<file path="src/common/indicator_defines.svh">
// Offsets, field positions, reset values and timing counts of the indicator controller
`ifndef INDICATOR_DEFINES_SVH
`define INDICATOR_DEFINES_SVH
`define IND_OFFSET_CONTROL     4'h0
`define IND_OFFSET_PINCFG      4'h4
`define IND_OFFSET_STATUS      4'h8
`define IND_MODE_LSB           0
`define IND_MODE_MSB           1
`define IND_COLOUR_BIT         2
`define IND_FETCH_BIT          3
`define IND_CFG_INV_A_BIT      0
`define IND_CFG_INV_B_BIT      1
`define IND_CFG_OD_A_BIT       2
`define IND_CFG_OD_B_BIT       3
`define IND_CONTROL_RESET      4'h0
`define IND_PINCFG_RESET       4'hF
`define IND_CLK_HZ             25000000
`define IND_HALF_PERIOD_MS     500
`define IND_HALF_CYCLES        ((`IND_CLK_HZ / 1000) * `IND_HALF_PERIOD_MS)
`endif

</file>
<file path="src/common/indicator_pkg.sv">
// Types shared by the indicator controller
package indicator_pkg;
    typedef enum logic [1:0] {
        MODE_OFF   = 2'h0,
        MODE_BLINK = 2'h1,
        MODE_OFF2  = 2'h2,
        MODE_STEADY = 2'h3
    } ind_mode_t;

    typedef struct packed {
        logic      fetch;
        logic      colour;
        ind_mode_t mode;
    } ind_reg_t;

    typedef struct packed {
        logic softOffN;
        logic suspendN;
        logic powerGood;
    } sleep_in_t;

    typedef enum logic [2:0] {
        ST_SOFT_OFF    = 3'h0,
        ST_S3_NOPG     = 3'h1,
        ST_S3_PG       = 3'h3,
        ST_S0_NOPG     = 3'h2,
        ST_FULL_ON     = 3'h6
    } ind_state_t;
endpackage

</file>
<file path="src/bicolor_status_indicator_ctrl.sv">
// Two-pin bi-colour status indicator controller with Avalon-MM registers
//
// Summary of operation
// - After standby reset both pins are inverted, open-drain, active-low indicator outputs.
// - Each pin's polarity bit inverts or passes its own indicator output.
// - First pin active gives colour one, second gives colour two, both high off.
// - Blinking toggles at 1 Hz: 500 ms asserted, 500 ms deasserted.
// - Bits 1:0 select off, steady or blink; bits 3:2 select the colour.
// - Machine drives bits 2:0 in S3, S0 without power-good, and on transitions.
// - With soft-off input low, colour and mode clear; both indicators off.
// - S3 entry with power-good still high holds previous bits and outputs.
// - S3 without power-good blinks second pin; S0 without it blinks first.
// - Fully on with fetch bit clear loads colour 0, mode steady.
// - The code-fetch bit clears on main-rail reset.
// - Writable states: pins follow the four bits per the mode and colour.
// - Mismatched bits: blink uses bit 2, steady uses bit 3.
`timescale 1ns/1ns
`default_nettype none
`include "indicator_defines.svh"
module bicolor_status_indicator_ctrl
    import indicator_pkg::*;
#(
    parameter int unsigned HALF_CYCLES = `IND_HALF_CYCLES
)
(
    input  wire logic        clk_sys,
    input  wire logic        reset,
    input  wire logic        mainRailReset,
    input  wire logic        sleep_soft_off_n,
    input  wire logic        sleep_suspend_n,
    input  wire logic        supply_power_good,
    input  wire logic [3:0]  avsAddress,
    input  wire logic        avsRead,
    input  wire logic        avsWrite,
    input  wire logic [31:0] avsWriteData,
    input  wire logic [3:0]  avsByteEnable,
    output var  logic [31:0] avsReadData,
    output var  logic        avsWaitRequest,
    output var  logic [1:0]  avsResponse,
    input  wire logic        indicator_a_n_in,
    output var  logic        indicator_a_n_out,
    output var  logic        indicator_a_n_oe,
    input  wire logic        indicator_b_n_in,
    output var  logic        indicator_b_n_out,
    output var  logic        indicator_b_n_oe
);
    sleep_in_t  pins;
    ind_reg_t   ctrl_r;
    logic [3:0] pinCfg_r;
    ind_state_t state_r;
    ind_state_t state_nxt;
    logic       phase;
    logic       fetchRst;
    logic       accDone_r;
    logic       drvA;
    logic       drvB;
    logic       outA;
    logic       outB;

    pin_sync uSyncS5 (
        .clk_sys (clk_sys),
        .reset   (reset),
        .pinIn   (sleep_soft_off_n),
        .pinOut  (pins.softOffN)
    );

    pin_sync uSyncS3 (
        .clk_sys (clk_sys),
        .reset   (reset),
        .pinIn   (sleep_suspend_n),
        .pinOut  (pins.suspendN)
    );

    pin_sync uSyncPg (
        .clk_sys (clk_sys),
        .reset   (reset),
        .pinIn   (supply_power_good),
        .pinOut  (pins.powerGood)
    );

    blink_timer #(
        .HALF_CYCLES (HALF_CYCLES)
    ) uBlink (
        .clk_sys (clk_sys),
        .reset   (reset),
        .phase   (phase)
    );

    // Main-rail reset arrives asynchronously; it passes the same filter as the sleep pins
    pin_sync uSyncMain (
        .clk_sys (clk_sys),
        .reset   (reset),
        .pinIn   (mainRailReset),
        .pinOut  (fetchRst)
    );

    function automatic ind_state_t decodeState(input sleep_in_t s);
        if (!s.softOffN) begin
            decodeState = ST_SOFT_OFF;
        end else if (!s.suspendN) begin
            decodeState = s.powerGood ? ST_S3_PG : ST_S3_NOPG;
        end else begin
            decodeState = s.powerGood ? ST_FULL_ON : ST_S0_NOPG;
        end
    endfunction

    always_comb begin
        state_nxt = decodeState(pins);
    end

    always_ff @(posedge clk_sys or posedge reset) begin
        if (reset) begin
            state_r <= ST_FULL_ON;
        end else begin
            state_r <= state_nxt;
        end
    end

    function automatic logic isWrite(input logic [3:0] addr, input logic [3:0] off, input logic wr);
        isWrite = wr && (addr == off);
    endfunction

    // Control register: hardware-owned fields in sleep states, software-owned when fully on
    always_ff @(posedge clk_sys or posedge reset) begin
        if (reset) begin
            ctrl_r <= ind_reg_t'(`IND_CONTROL_RESET);
        end else begin
            case (state_nxt)
                ST_SOFT_OFF: begin
                    ctrl_r.colour <= 1'b0;
                    ctrl_r.mode   <= MODE_OFF;
                end
                ST_S3_NOPG: begin
                    ctrl_r.colour <= 1'b1;
                    ctrl_r.mode   <= MODE_BLINK;
                end
                ST_S0_NOPG: begin
                    ctrl_r.colour <= 1'b0;
                    ctrl_r.mode   <= MODE_BLINK;
                end
                ST_S3_PG: begin
                    ctrl_r.colour <= ctrl_r.colour;
                    ctrl_r.mode   <= ctrl_r.mode;
                end
                ST_FULL_ON: begin
                    if (state_r != ST_FULL_ON) begin
                        ctrl_r.colour <= ctrl_r.fetch;
                        ctrl_r.mode   <= MODE_STEADY;
                    end else if (isWrite(avsAddress, `IND_OFFSET_CONTROL, avsWrite && !accDone_r)
                                 && avsByteEnable[0]) begin
                        ctrl_r.colour <= avsWriteData[`IND_COLOUR_BIT];
                        ctrl_r.mode   <= ind_mode_t'(avsWriteData[`IND_MODE_MSB:`IND_MODE_LSB]);
                    end
                end
                default: begin
                    ctrl_r.colour <= ctrl_r.colour;
                    ctrl_r.mode   <= ctrl_r.mode;
                end
            endcase
            // Fetch bit: only standby reset, main-rail reset and software touch it; one process keeps one driver
            if (fetchRst) begin
                ctrl_r.fetch <= 1'b0;
            end else if (state_r == ST_FULL_ON && state_nxt == ST_FULL_ON
                         && isWrite(avsAddress, `IND_OFFSET_CONTROL, avsWrite && !accDone_r)
                         && avsByteEnable[0]) begin
                ctrl_r.fetch <= avsWriteData[`IND_FETCH_BIT];
            end
        end
    end

    // Pin configuration: polarity and open-drain, inverted open-drain on standby reset
    always_ff @(posedge clk_sys or posedge reset) begin
        if (reset) begin
            pinCfg_r <= `IND_PINCFG_RESET;
        end else if (isWrite(avsAddress, `IND_OFFSET_PINCFG, avsWrite && !accDone_r) && avsByteEnable[0]) begin
            pinCfg_r <= avsWriteData[3:0];
        end
    end

    // Active-high drive requests from mode, with colour in blink and fetch in steady
    always_comb begin
        drvA = 1'b0;
        drvB = 1'b0;
        case (ctrl_r.mode)
            MODE_BLINK: begin
                drvA = phase && !ctrl_r.colour;
                drvB = phase && ctrl_r.colour;
            end
            MODE_STEADY: begin
                drvA = !ctrl_r.fetch;
                drvB = ctrl_r.fetch;
            end
            default: begin
                drvA = 1'b0;
                drvB = 1'b0;
            end
        endcase
        outA = pinCfg_r[`IND_CFG_INV_A_BIT] ? !drvA : drvA;
        outB = pinCfg_r[`IND_CFG_INV_B_BIT] ? !drvB : drvB;
    end

    // Open-drain pins only pull low; push-pull drives both levels
    always_ff @(posedge clk_sys or posedge reset) begin
        if (reset) begin
            indicator_a_n_out <= 1'b1;
            indicator_a_n_oe  <= 1'b0;
            indicator_b_n_out <= 1'b1;
            indicator_b_n_oe  <= 1'b0;
        end else begin
            indicator_a_n_out <= outA;
            indicator_a_n_oe  <= pinCfg_r[`IND_CFG_OD_A_BIT] ? !outA : 1'b1;
            indicator_b_n_out <= outB;
            indicator_b_n_oe  <= pinCfg_r[`IND_CFG_OD_B_BIT] ? !outB : 1'b1;
        end
    end

    // Bus slave: one wait cycle, answer on the second edge of the request
    always_ff @(posedge clk_sys or posedge reset) begin
        if (reset) begin
            accDone_r <= 1'b0;
        end else begin
            accDone_r <= (avsRead || avsWrite) && !accDone_r;
        end
    end

    always_ff @(posedge clk_sys or posedge reset) begin
        if (reset) begin
            avsWaitRequest <= 1'b1;
        end else begin
            avsWaitRequest <= !((avsRead || avsWrite) && !accDone_r);
        end
    end

    always_ff @(posedge clk_sys or posedge reset) begin
        if (reset) begin
            avsReadData <= 32'h0;
            avsResponse <= 2'h0;
        end else if (avsRead && !accDone_r) begin
            avsResponse <= 2'h0;
            case (avsAddress)
                `IND_OFFSET_CONTROL: avsReadData <= {28'h0, ctrl_r};
                `IND_OFFSET_PINCFG:  avsReadData <= {28'h0, pinCfg_r};
                `IND_OFFSET_STATUS:  avsReadData <= {24'h0, indicator_a_n_in, indicator_b_n_in, phase,
                                                     2'h0, pins.softOffN, pins.suspendN, pins.powerGood};
                default: begin
                    avsReadData <= 32'h0;
                    avsResponse <= 2'h2;
                end
            endcase
        end else if (avsWrite && !accDone_r) begin
            avsReadData <= 32'h0;
            avsResponse <= (avsAddress == `IND_OFFSET_CONTROL || avsAddress == `IND_OFFSET_PINCFG)
                           ? 2'h0 : 2'h2;
        end
    end
endmodule
`default_nettype wire

</file>
<file path="src/blink_timer.sv">
// Shared half-second phase generator for blinking indicators
`timescale 1ns/1ns
`default_nettype none
`include "indicator_defines.svh"
module blink_timer
    import indicator_pkg::*;
#(
    parameter int unsigned HALF_CYCLES = `IND_HALF_CYCLES
)
(
    input  wire logic clk_sys,
    input  wire logic reset,
    output var  logic phase
);
    logic [23:0] count_r;

    // One phase for both pins keeps the two colours in step
    always_ff @(posedge clk_sys or posedge reset) begin
        if (reset) begin
            count_r <= 24'h0;
            phase   <= 1'b1;
        end else if (count_r == 24'(HALF_CYCLES - 1)) begin
            count_r <= 24'h0;
            phase   <= ~phase;
        end else begin
            count_r <= count_r + 24'h1;
        end
    end
endmodule
`default_nettype wire

</file>
<file path="src/pin_sync.sv">
// Three-flop synchroniser that accepts a change once the last two stages agree
`timescale 1ns/1ns
`default_nettype none
module pin_sync
    import indicator_pkg::*;
(
    input  wire logic clk_sys,
    input  wire logic reset,
    input  wire logic pinIn,
    output var  logic pinOut
);
    logic s1_r;
    logic s2_r;
    logic s3_r;

    // Cleared on reset: the sleep inputs then decode as soft-off until the pins have settled
    always_ff @(posedge clk_sys or posedge reset) begin
        if (reset) begin
            s1_r <= 1'b0;
            s2_r <= 1'b0;
            s3_r <= 1'b0;
        end else begin
            s1_r <= pinIn;
            s2_r <= s1_r;
            s3_r <= s2_r;
        end
    end

    always_ff @(posedge clk_sys or posedge reset) begin
        if (reset) begin
            pinOut <= 1'b0;
        end else if (s2_r == s3_r) begin
            pinOut <= s3_r;
        end
    end
endmodule
`default_nettype wire

</file>
<file path="config.mk">
export PLATFORM = sky130hd
export DESIGN_NAME = bicolor_status_indicator_ctrl
export DESIGN_NICKNAME = d
export VERILOG_FILES = /design/src/common/indicator_pkg.sv /design/src/bicolor_status_indicator_ctrl.sv /design/src/blink_timer.sv /design/src/pin_sync.sv
export VERILOG_INCLUDE_DIRS = /design/src /design/src/common
export SDC_FILE = /design/constraint.sdc
export NUM_CORES = 1
export LEC_CHECK = 0
export BUFFER_PORTS_ARGS = -buffer_cell sky130_fd_sc_hd__clkbuf_2
export CAP_MARGIN = 5
export CELL_PAD_IN_SITES_DETAIL_PLACEMENT = 0
export CELL_PAD_IN_SITES_GLOBAL_PLACEMENT = 1
export CORE_MARGIN = 1.5
export CORE_UTILIZATION = 36
export CTS_CLUSTER_SIZE = 14
export DETAILED_ROUTE_END_ITERATION = 8
export PLACE_DENSITY = 0.82
export REMOVE_ABC_BUFFERS = 1
export SETUP_SLACK_MARGIN = 0.05
export SLEW_MARGIN = 20
export SYNTH_ARGS = -nofsm -noshare
export SYNTH_HDL_FRONTEND = slang
export SYNTH_SLANG_ARGS = --single-unit
export TNS_END_PERCENT = 5
</file>
<file path="constraint.sdc">
create_clock -name clk_sys -period 1.87 [get_ports clk_sys]
set_input_delay 0.0935 -clock clk_sys [delete_from_list [all_inputs] [get_ports clk_sys]]
set_output_delay 0.0935 -clock clk_sys [all_outputs]
set_load 0.01 [all_outputs]
</file>
## After elaboration in Yosys (flattened, before gate mapping)

Index checks and enable logic that the tools add are counted.

| storage, ports and cells | value |
|---|---|
| register bits | 92 |
| input port bits | 50 |
| output and inout bits | 39 |
| word-level logic and storage cells | 100 |

| operators by class | value |
|---|---|
| add/sub/neg operators | 1 |
| equality and inequality tests | 15 |
| mux-type cells | 23 |
| bitwise logic cells | 1 |
| reduce and logical (&&, ||, !) cells | 29 |

Operators with widths:

| cell | count |
|---|---|
| $mux W32 | 2 |
| $add A24 B1 Y24 const B | 1 |
| $eq A24 B24 Y1 const B | 1 |
| $mux W24 | 1 |
| $pmux W8 S3 | 1 |
| $mux W3 | 5 |
| $logic_and A1 B1 Y1 | 12 |
| $pmux W3 S4 | 1 |
| $mux W2 | 5 |
| $logic_not A1 Y1 | 8 |
| $eq A3 B3 Y1 const B | 2 |
| $mux W1 | 6 |
| $ne A3 B3 Y1 const B | 2 |
| $eq A1 B1 Y1 | 4 |
| $eq A4 B3 Y1 const B | 1 |
| $eq A4 B4 Y1 const B | 1 |
| $logic_not A4 Y1 | 1 |
| $pmux W1 S2 | 2 |
| $reduce_bool A2 Y1 | 2 |
| $reduce_bool A4 Y1 | 1 |
| $eq A3 B1 Y1 const B | 1 |
| $eq A3 B2 Y1 const B | 1 |
| $logic_not A3 Y1 | 1 |
| $reduce_or A3 Y1 | 1 |
| other kinds (5) | 6 |

## Logic depth before layout (Yosys ltp)

| logic depth | value |
|---|---|
| depth after elaboration | 9 |
| mapped depth | 5 |
| mapped depth without buffers | 5 |

## Hierarchy

A second synthesis with hierarchy kept.

| second synthesis, totals | value |
|---|---|
| cell total of the unflattened synthesis | 267 |
| area total of the unflattened synthesis | 3096.7 µm² |

Modules (own cells, without submodules):

| module | times used | cells an instance | area each (µm²) | seq. area each (µm²) |
|---|---|---|---|---|
| bicolor_status_indicator_ctrl | 1 | 126 | 1402.6 | 636.9 |
| blink_timer | 1 | 117 | 1233.7 | 626.9 |
| pin_sync | 4 | 6 | 115.1 | 100.1 |

## Worst setup path after synthesis

No wires, ideal clock.

| timing path | value |
|---|---|
| path kind | register to register |
| from | register uBlink.count_r[7] |
| to | register uBlink.count_r[21] |
| library setup time | 0.078 ns |
| arrival | 1.753 ns |
| required time | 1.792 ns |
| path slack | 0.039 ns |
| cell stages (with the launch flop) | 6 |
| buffers on the path | 1 |
| clock period less this slack | 1.831 ns |
| path through | dfrtp_1 -> nand3_2 -> or4_4 -> buf_6 -> or4_1 -> a21oi_1 |

| on the way | value |
|---|---|
| longest elaborated chain between the ends | 2 |
| elaborated cells between the ends (all ways) | 3 |
| classes of those cells | add/sub (1); eq/ne (1); mux (1) |

RTL lines:

| item | RTL line | RTL |
|---|---|---|
| from (decl) | blink_timer.sv:15 | `logic [23:0] count_r;` |
| from (signal assigned) | blink_timer.sv:26 | `count_r <= count_r + 24'h1;` |
| $add A24 B1 Y24 / $eq A24 B24 Y1 (equally long branches) | blink_timer.sv:26, blink_timer.sv:22 |  |
| $mux W24 (*) | blink_timer.sv:22 | `end else if (count_r == 24'(HALF_CYCLES - 1)) begin` |

Every way passes the cells marked *; elsewhere a longest branch is shown, timed or not.
A chain may end at the register's enable or synchronous reset.

## Worst setup path after layout

| timing path | value |
|---|---|
| from | register uBlink.count_r[1] |
| to | register uBlink.count_r[23] |

The elaborated chain is that of the path after synthesis.

==> impl_metrics.py <==
metrics = {
    "outcome": {
        "status": "completed",
    },
    "clocking": {
        "cts_buffers": 9,
        "cts_sinks": 66,
        "cts-root-buf": "clkbuf_8",
        "cts_tree": "done",
        "clock_latency_ps": 340,
        "clk_path_buf_depth": 2,
        "htreeDepth": 3,
        "clkTransAtPathRegs_ps": 70,
    },
    "grt": {
        "grt_pass1_vias": 2049,
        "grt_use_total_pct": 14.6,
        "grt_pass1_wl_um": 9760,
        "grt.overflow.total": 0,
        "grt_max_degree": 32,
        "antenna_found_initial": 0,
    },
    "sta": {
        "slew_violations": 0,
        "max_freq_ghz": 0.547,
        "finalSetupTns_ps": 0,
        "worst_pin_slew_ps": 736,
        "hold_viol": 0,
        "setup_viol": 0,
        "period_share_pct": 97.8,
        "fin_worst_skew_ps": 6.34,
        "post-route-min-period_ps": 1830,
        "relSlewSlack_pct": 50.8,
        "setup_ws_ps": 42.0,
        "grt_setup_unrepaired": "yes",
    },
    "setup_path": {
        "required_ps": 2150,
        "path_delay_family": "simple AND/OR/NAND/NOR gates",
        "endpoint_kind": "flip-flop",
        "crit_chain": "nand4_1, or4_4, or4_4, a21oi_2",
        "critPathMaxFanout": 6,
        "critPathBufInv": 0,
        "startpoint_type": "flip-flop",
        "worstSetupPathType": "reg2reg",
        "rrSetupSlack_ps": 40,
        "crit_top_cell": "or4_4",
        "worst-r2r-cell-count": 4,
        "r2r_start": "uBlink.count_r[1]",
        "r2r_end": "uBlink.count_r[23]",
        "cpPeakStageDelay_ps": 610,
        "cp.depth": 4,
        "slowest_stage": "or4_4",
        "cp.arrival_ps": 2110,
    },
    "floorplanning": {
        "die_w_um": 94.4,
        "start_util_pct": 37.0,
        "ios": 89,
        "die_h_um": 94.4,
        "coreArea_um2": 8130,
        "rows": 33,
        "die_area_um2": 8910,
    },
    "pwr": {
        "p_leak_nw": 1.66,
        "vdd_ir_drop_max_mv": 0.337,
        "p_per_area_nw_per_um2": 805,
    },
    "route": {
        "drt-initial-drc-count": 92,
        "wl_per_cell_um": 13.0,
        "vias_per_cell": 4.80,
        "wirelength_um": 5830,
        "drc_errors": 0,
        "vias": 2162,
        "drt_pass1_iterations": 4,
        "drtAntennaViolNets": 0,
    },
    "logic_synthesis": {
        "synthCells": 268,
        "syn_area_um2": 3010,
        "synth_cell_types": 49,
        "synth_edf_count": 0,
        "synth.avg_cell_area_um2": 11.2,
        "synthFlopType": "dfrtp_1",
        "synth_warnings": 0,
        "ys_ff_latch": 66,
        "synth-async-reset-ratio_pct": 100,
        "yosysSeqAreaShare_pct": 55.3,
    },
    "cells_and_area": {
        "final_cells": 450,
        "fin_nets": 391,
        "final_layout_size_suffix_gt1_share_pct": 31.6,
        "fill_cells": 774,
        "antennaDiodeCount": 0,
        "final_util_pct": 45.6,
        "area.growth.synth_to_final_pct": 23.4,
    },
    "place": {
        "gp_congestion": 0.801,
        "dp.cells": 419,
        "port_buffers": 31,
        "dp_hpwl_um": 4050,
        "dpl_worst_slack_ps": 34.2,
    },
    "job": {
        "max_cap_violations": 0,
    },
    "hold_path": {
        "min_from": "avsWriteData[1]",
        "hold_depth": 2,
        "hold_path.class": "in2reg",
        "min_to": "pinCfg_r[1]",
    },
}
[per-layer routing]
metal  share of wire (%)  vias up  GRT usage (%)  routed length, um
met1                  48     1059           19.0               2790
li1                    -     1036              -                  -
met5                   0        -              0                  0
met4                 2.0        0           7.84                114
met3                 4.5        9           3.95                262
met2                  46       58           22.0               2660
[how the worst max path moves through the flow]
stage / from / endpoint / slack [ps]
6_report: uBlink.count_r[1] / uBlink.count_r[23] / 40
5_1_grt: uBlink.count_r[1] / uBlink.count_r[21] / -10
4_1_cts: uBlink.count_r[9] / uBlink.count_r[23] / 60
3_5_place_dp: uBlink.count_r[0] / uBlink.count_r[23] / 30
3_3_place_gp: uBlink.count_r[0] / uBlink.count_r[23] / 100
2_1_floorplan: uBlink.count_r[0] / uBlink.count_r[20] / -170
[synthesized netlist by cell type (all sizes together) (2+ instances only)]
master / count / area share (%)
and4: 3 / 0.87
nand2: 17 / 2.1
mux2i: 5 / 1.7
nand3: 8 / 1.7
maj3: 4 / 1.3
mux2: 4 / 1.5
o21ai: 9 / 1.5
clkbuf: 5 / 0.62
nor2b: 4 / 0.83
or4: 5 / 1.4
nand4: 10 / 2.1
o31ai: 5 / 1.2
a21oi: 11 / 1.8
and3b: 2 / 0.58
dfstp: 10 / 8.7
nor3: 3 / 0.50
nor2: 17 / 2.1
buf: 27 / 6.9
nor4: 4 / 1.0
or3: 4 / 0.92
and3: 4 / 0.92
inv: 6 / 0.75
a31oi: 2 / 0.42
and2: 2 / 0.42
nor3b: 2 / 0.50
a22o: 3 / 0.87
nor4b: 3 / 1.1
xnor2: 10 / 2.9
a21boi: 2 / 0.50
xor2: 8 / 2.3
nand3b: 2 / 0.50
nand2b: 2 / 0.42
dfrtp: 56 / 47
[final cells by class]
cell class	count	area [um^2]	area share, %
sequential	66	1660	44.8
multi-input combinational	189	1220	33.0
timing repair buffer	68	472	12.7
clock buffer	11	141	3.81
tap	105	131	3.54
clock inverter	5	55.1	1.48
inverter	6	22.5	0.607
[cells in the final DEF, fill, tap and decap left out, types with 5 or more instances in the layout]
cell,n
a21oi_1,7
xor2_1,8
clkbuf_2,31
nand4_1,10
xnor2_1,10
nand2_1,17
inv_1,5
dfrtp_1,56
o21ai_0,9
clkbuf_8,10
dlygate4sd3_1,9
mux2i_1,5
conb_1,26
nor2_1,17
nand3_1,6
dfstp_2,10
buf_4,26
[registers in the layout (all words and copies together), names as in the netlist, 3 cells and up]
| name | cells |
|---|---|
| ctrl_r | 4 |
| avsReadData | 7 |
| state_r | 3 |
| uBlink.count_r | 24 |
| pinCfg_r | 4 |
[power breakdown]
part | switching (W) | leakage (nW) | internal (W)
clock | 0.000533 | 0.0953 | 0.000647
sequential | 0.0000580 | 0.814 | 0.00152
combinational | 0.000128 | 0.747 | 0.000101
[logic make-up after synthesis]
logic type	Yosys count	synth area share [%]
AO/OA/AOI/OAI	37	7.66
XOR/XNOR	18	5.24
adder cells (fa/ha/maj)	5	1.75
buffers and inverters	38	8.24
flip-flops	66	55.3
multiplexers	9	3.16
other	1	0.125
AND/OR/NAND/NOR	94	18.5
[stage by stage]
step                      hold slack (ps)  area [um^2]  total power, W
after detailed placement             96.6         3340         0.00182
after CTS                            1.48         3630         0.00303
after global placement               92.2         3340         0.00182
after floorplan                       125         2880         0.00173
after global routing                 8.07         3710         0.00314
final                                24.0         3710         0.00299
[timing repair]
item                                   4_1_cts  5_1_grt
pin swaps                                    0        7
cloned                                       0        0
hold buffers                                 9        0
setup endpoints to repair                    1        6
resized for setup                            0       12
endpoints found under the hold margin       25        0
setup buffers                                1        5
(Power assumes the default switching activity.)
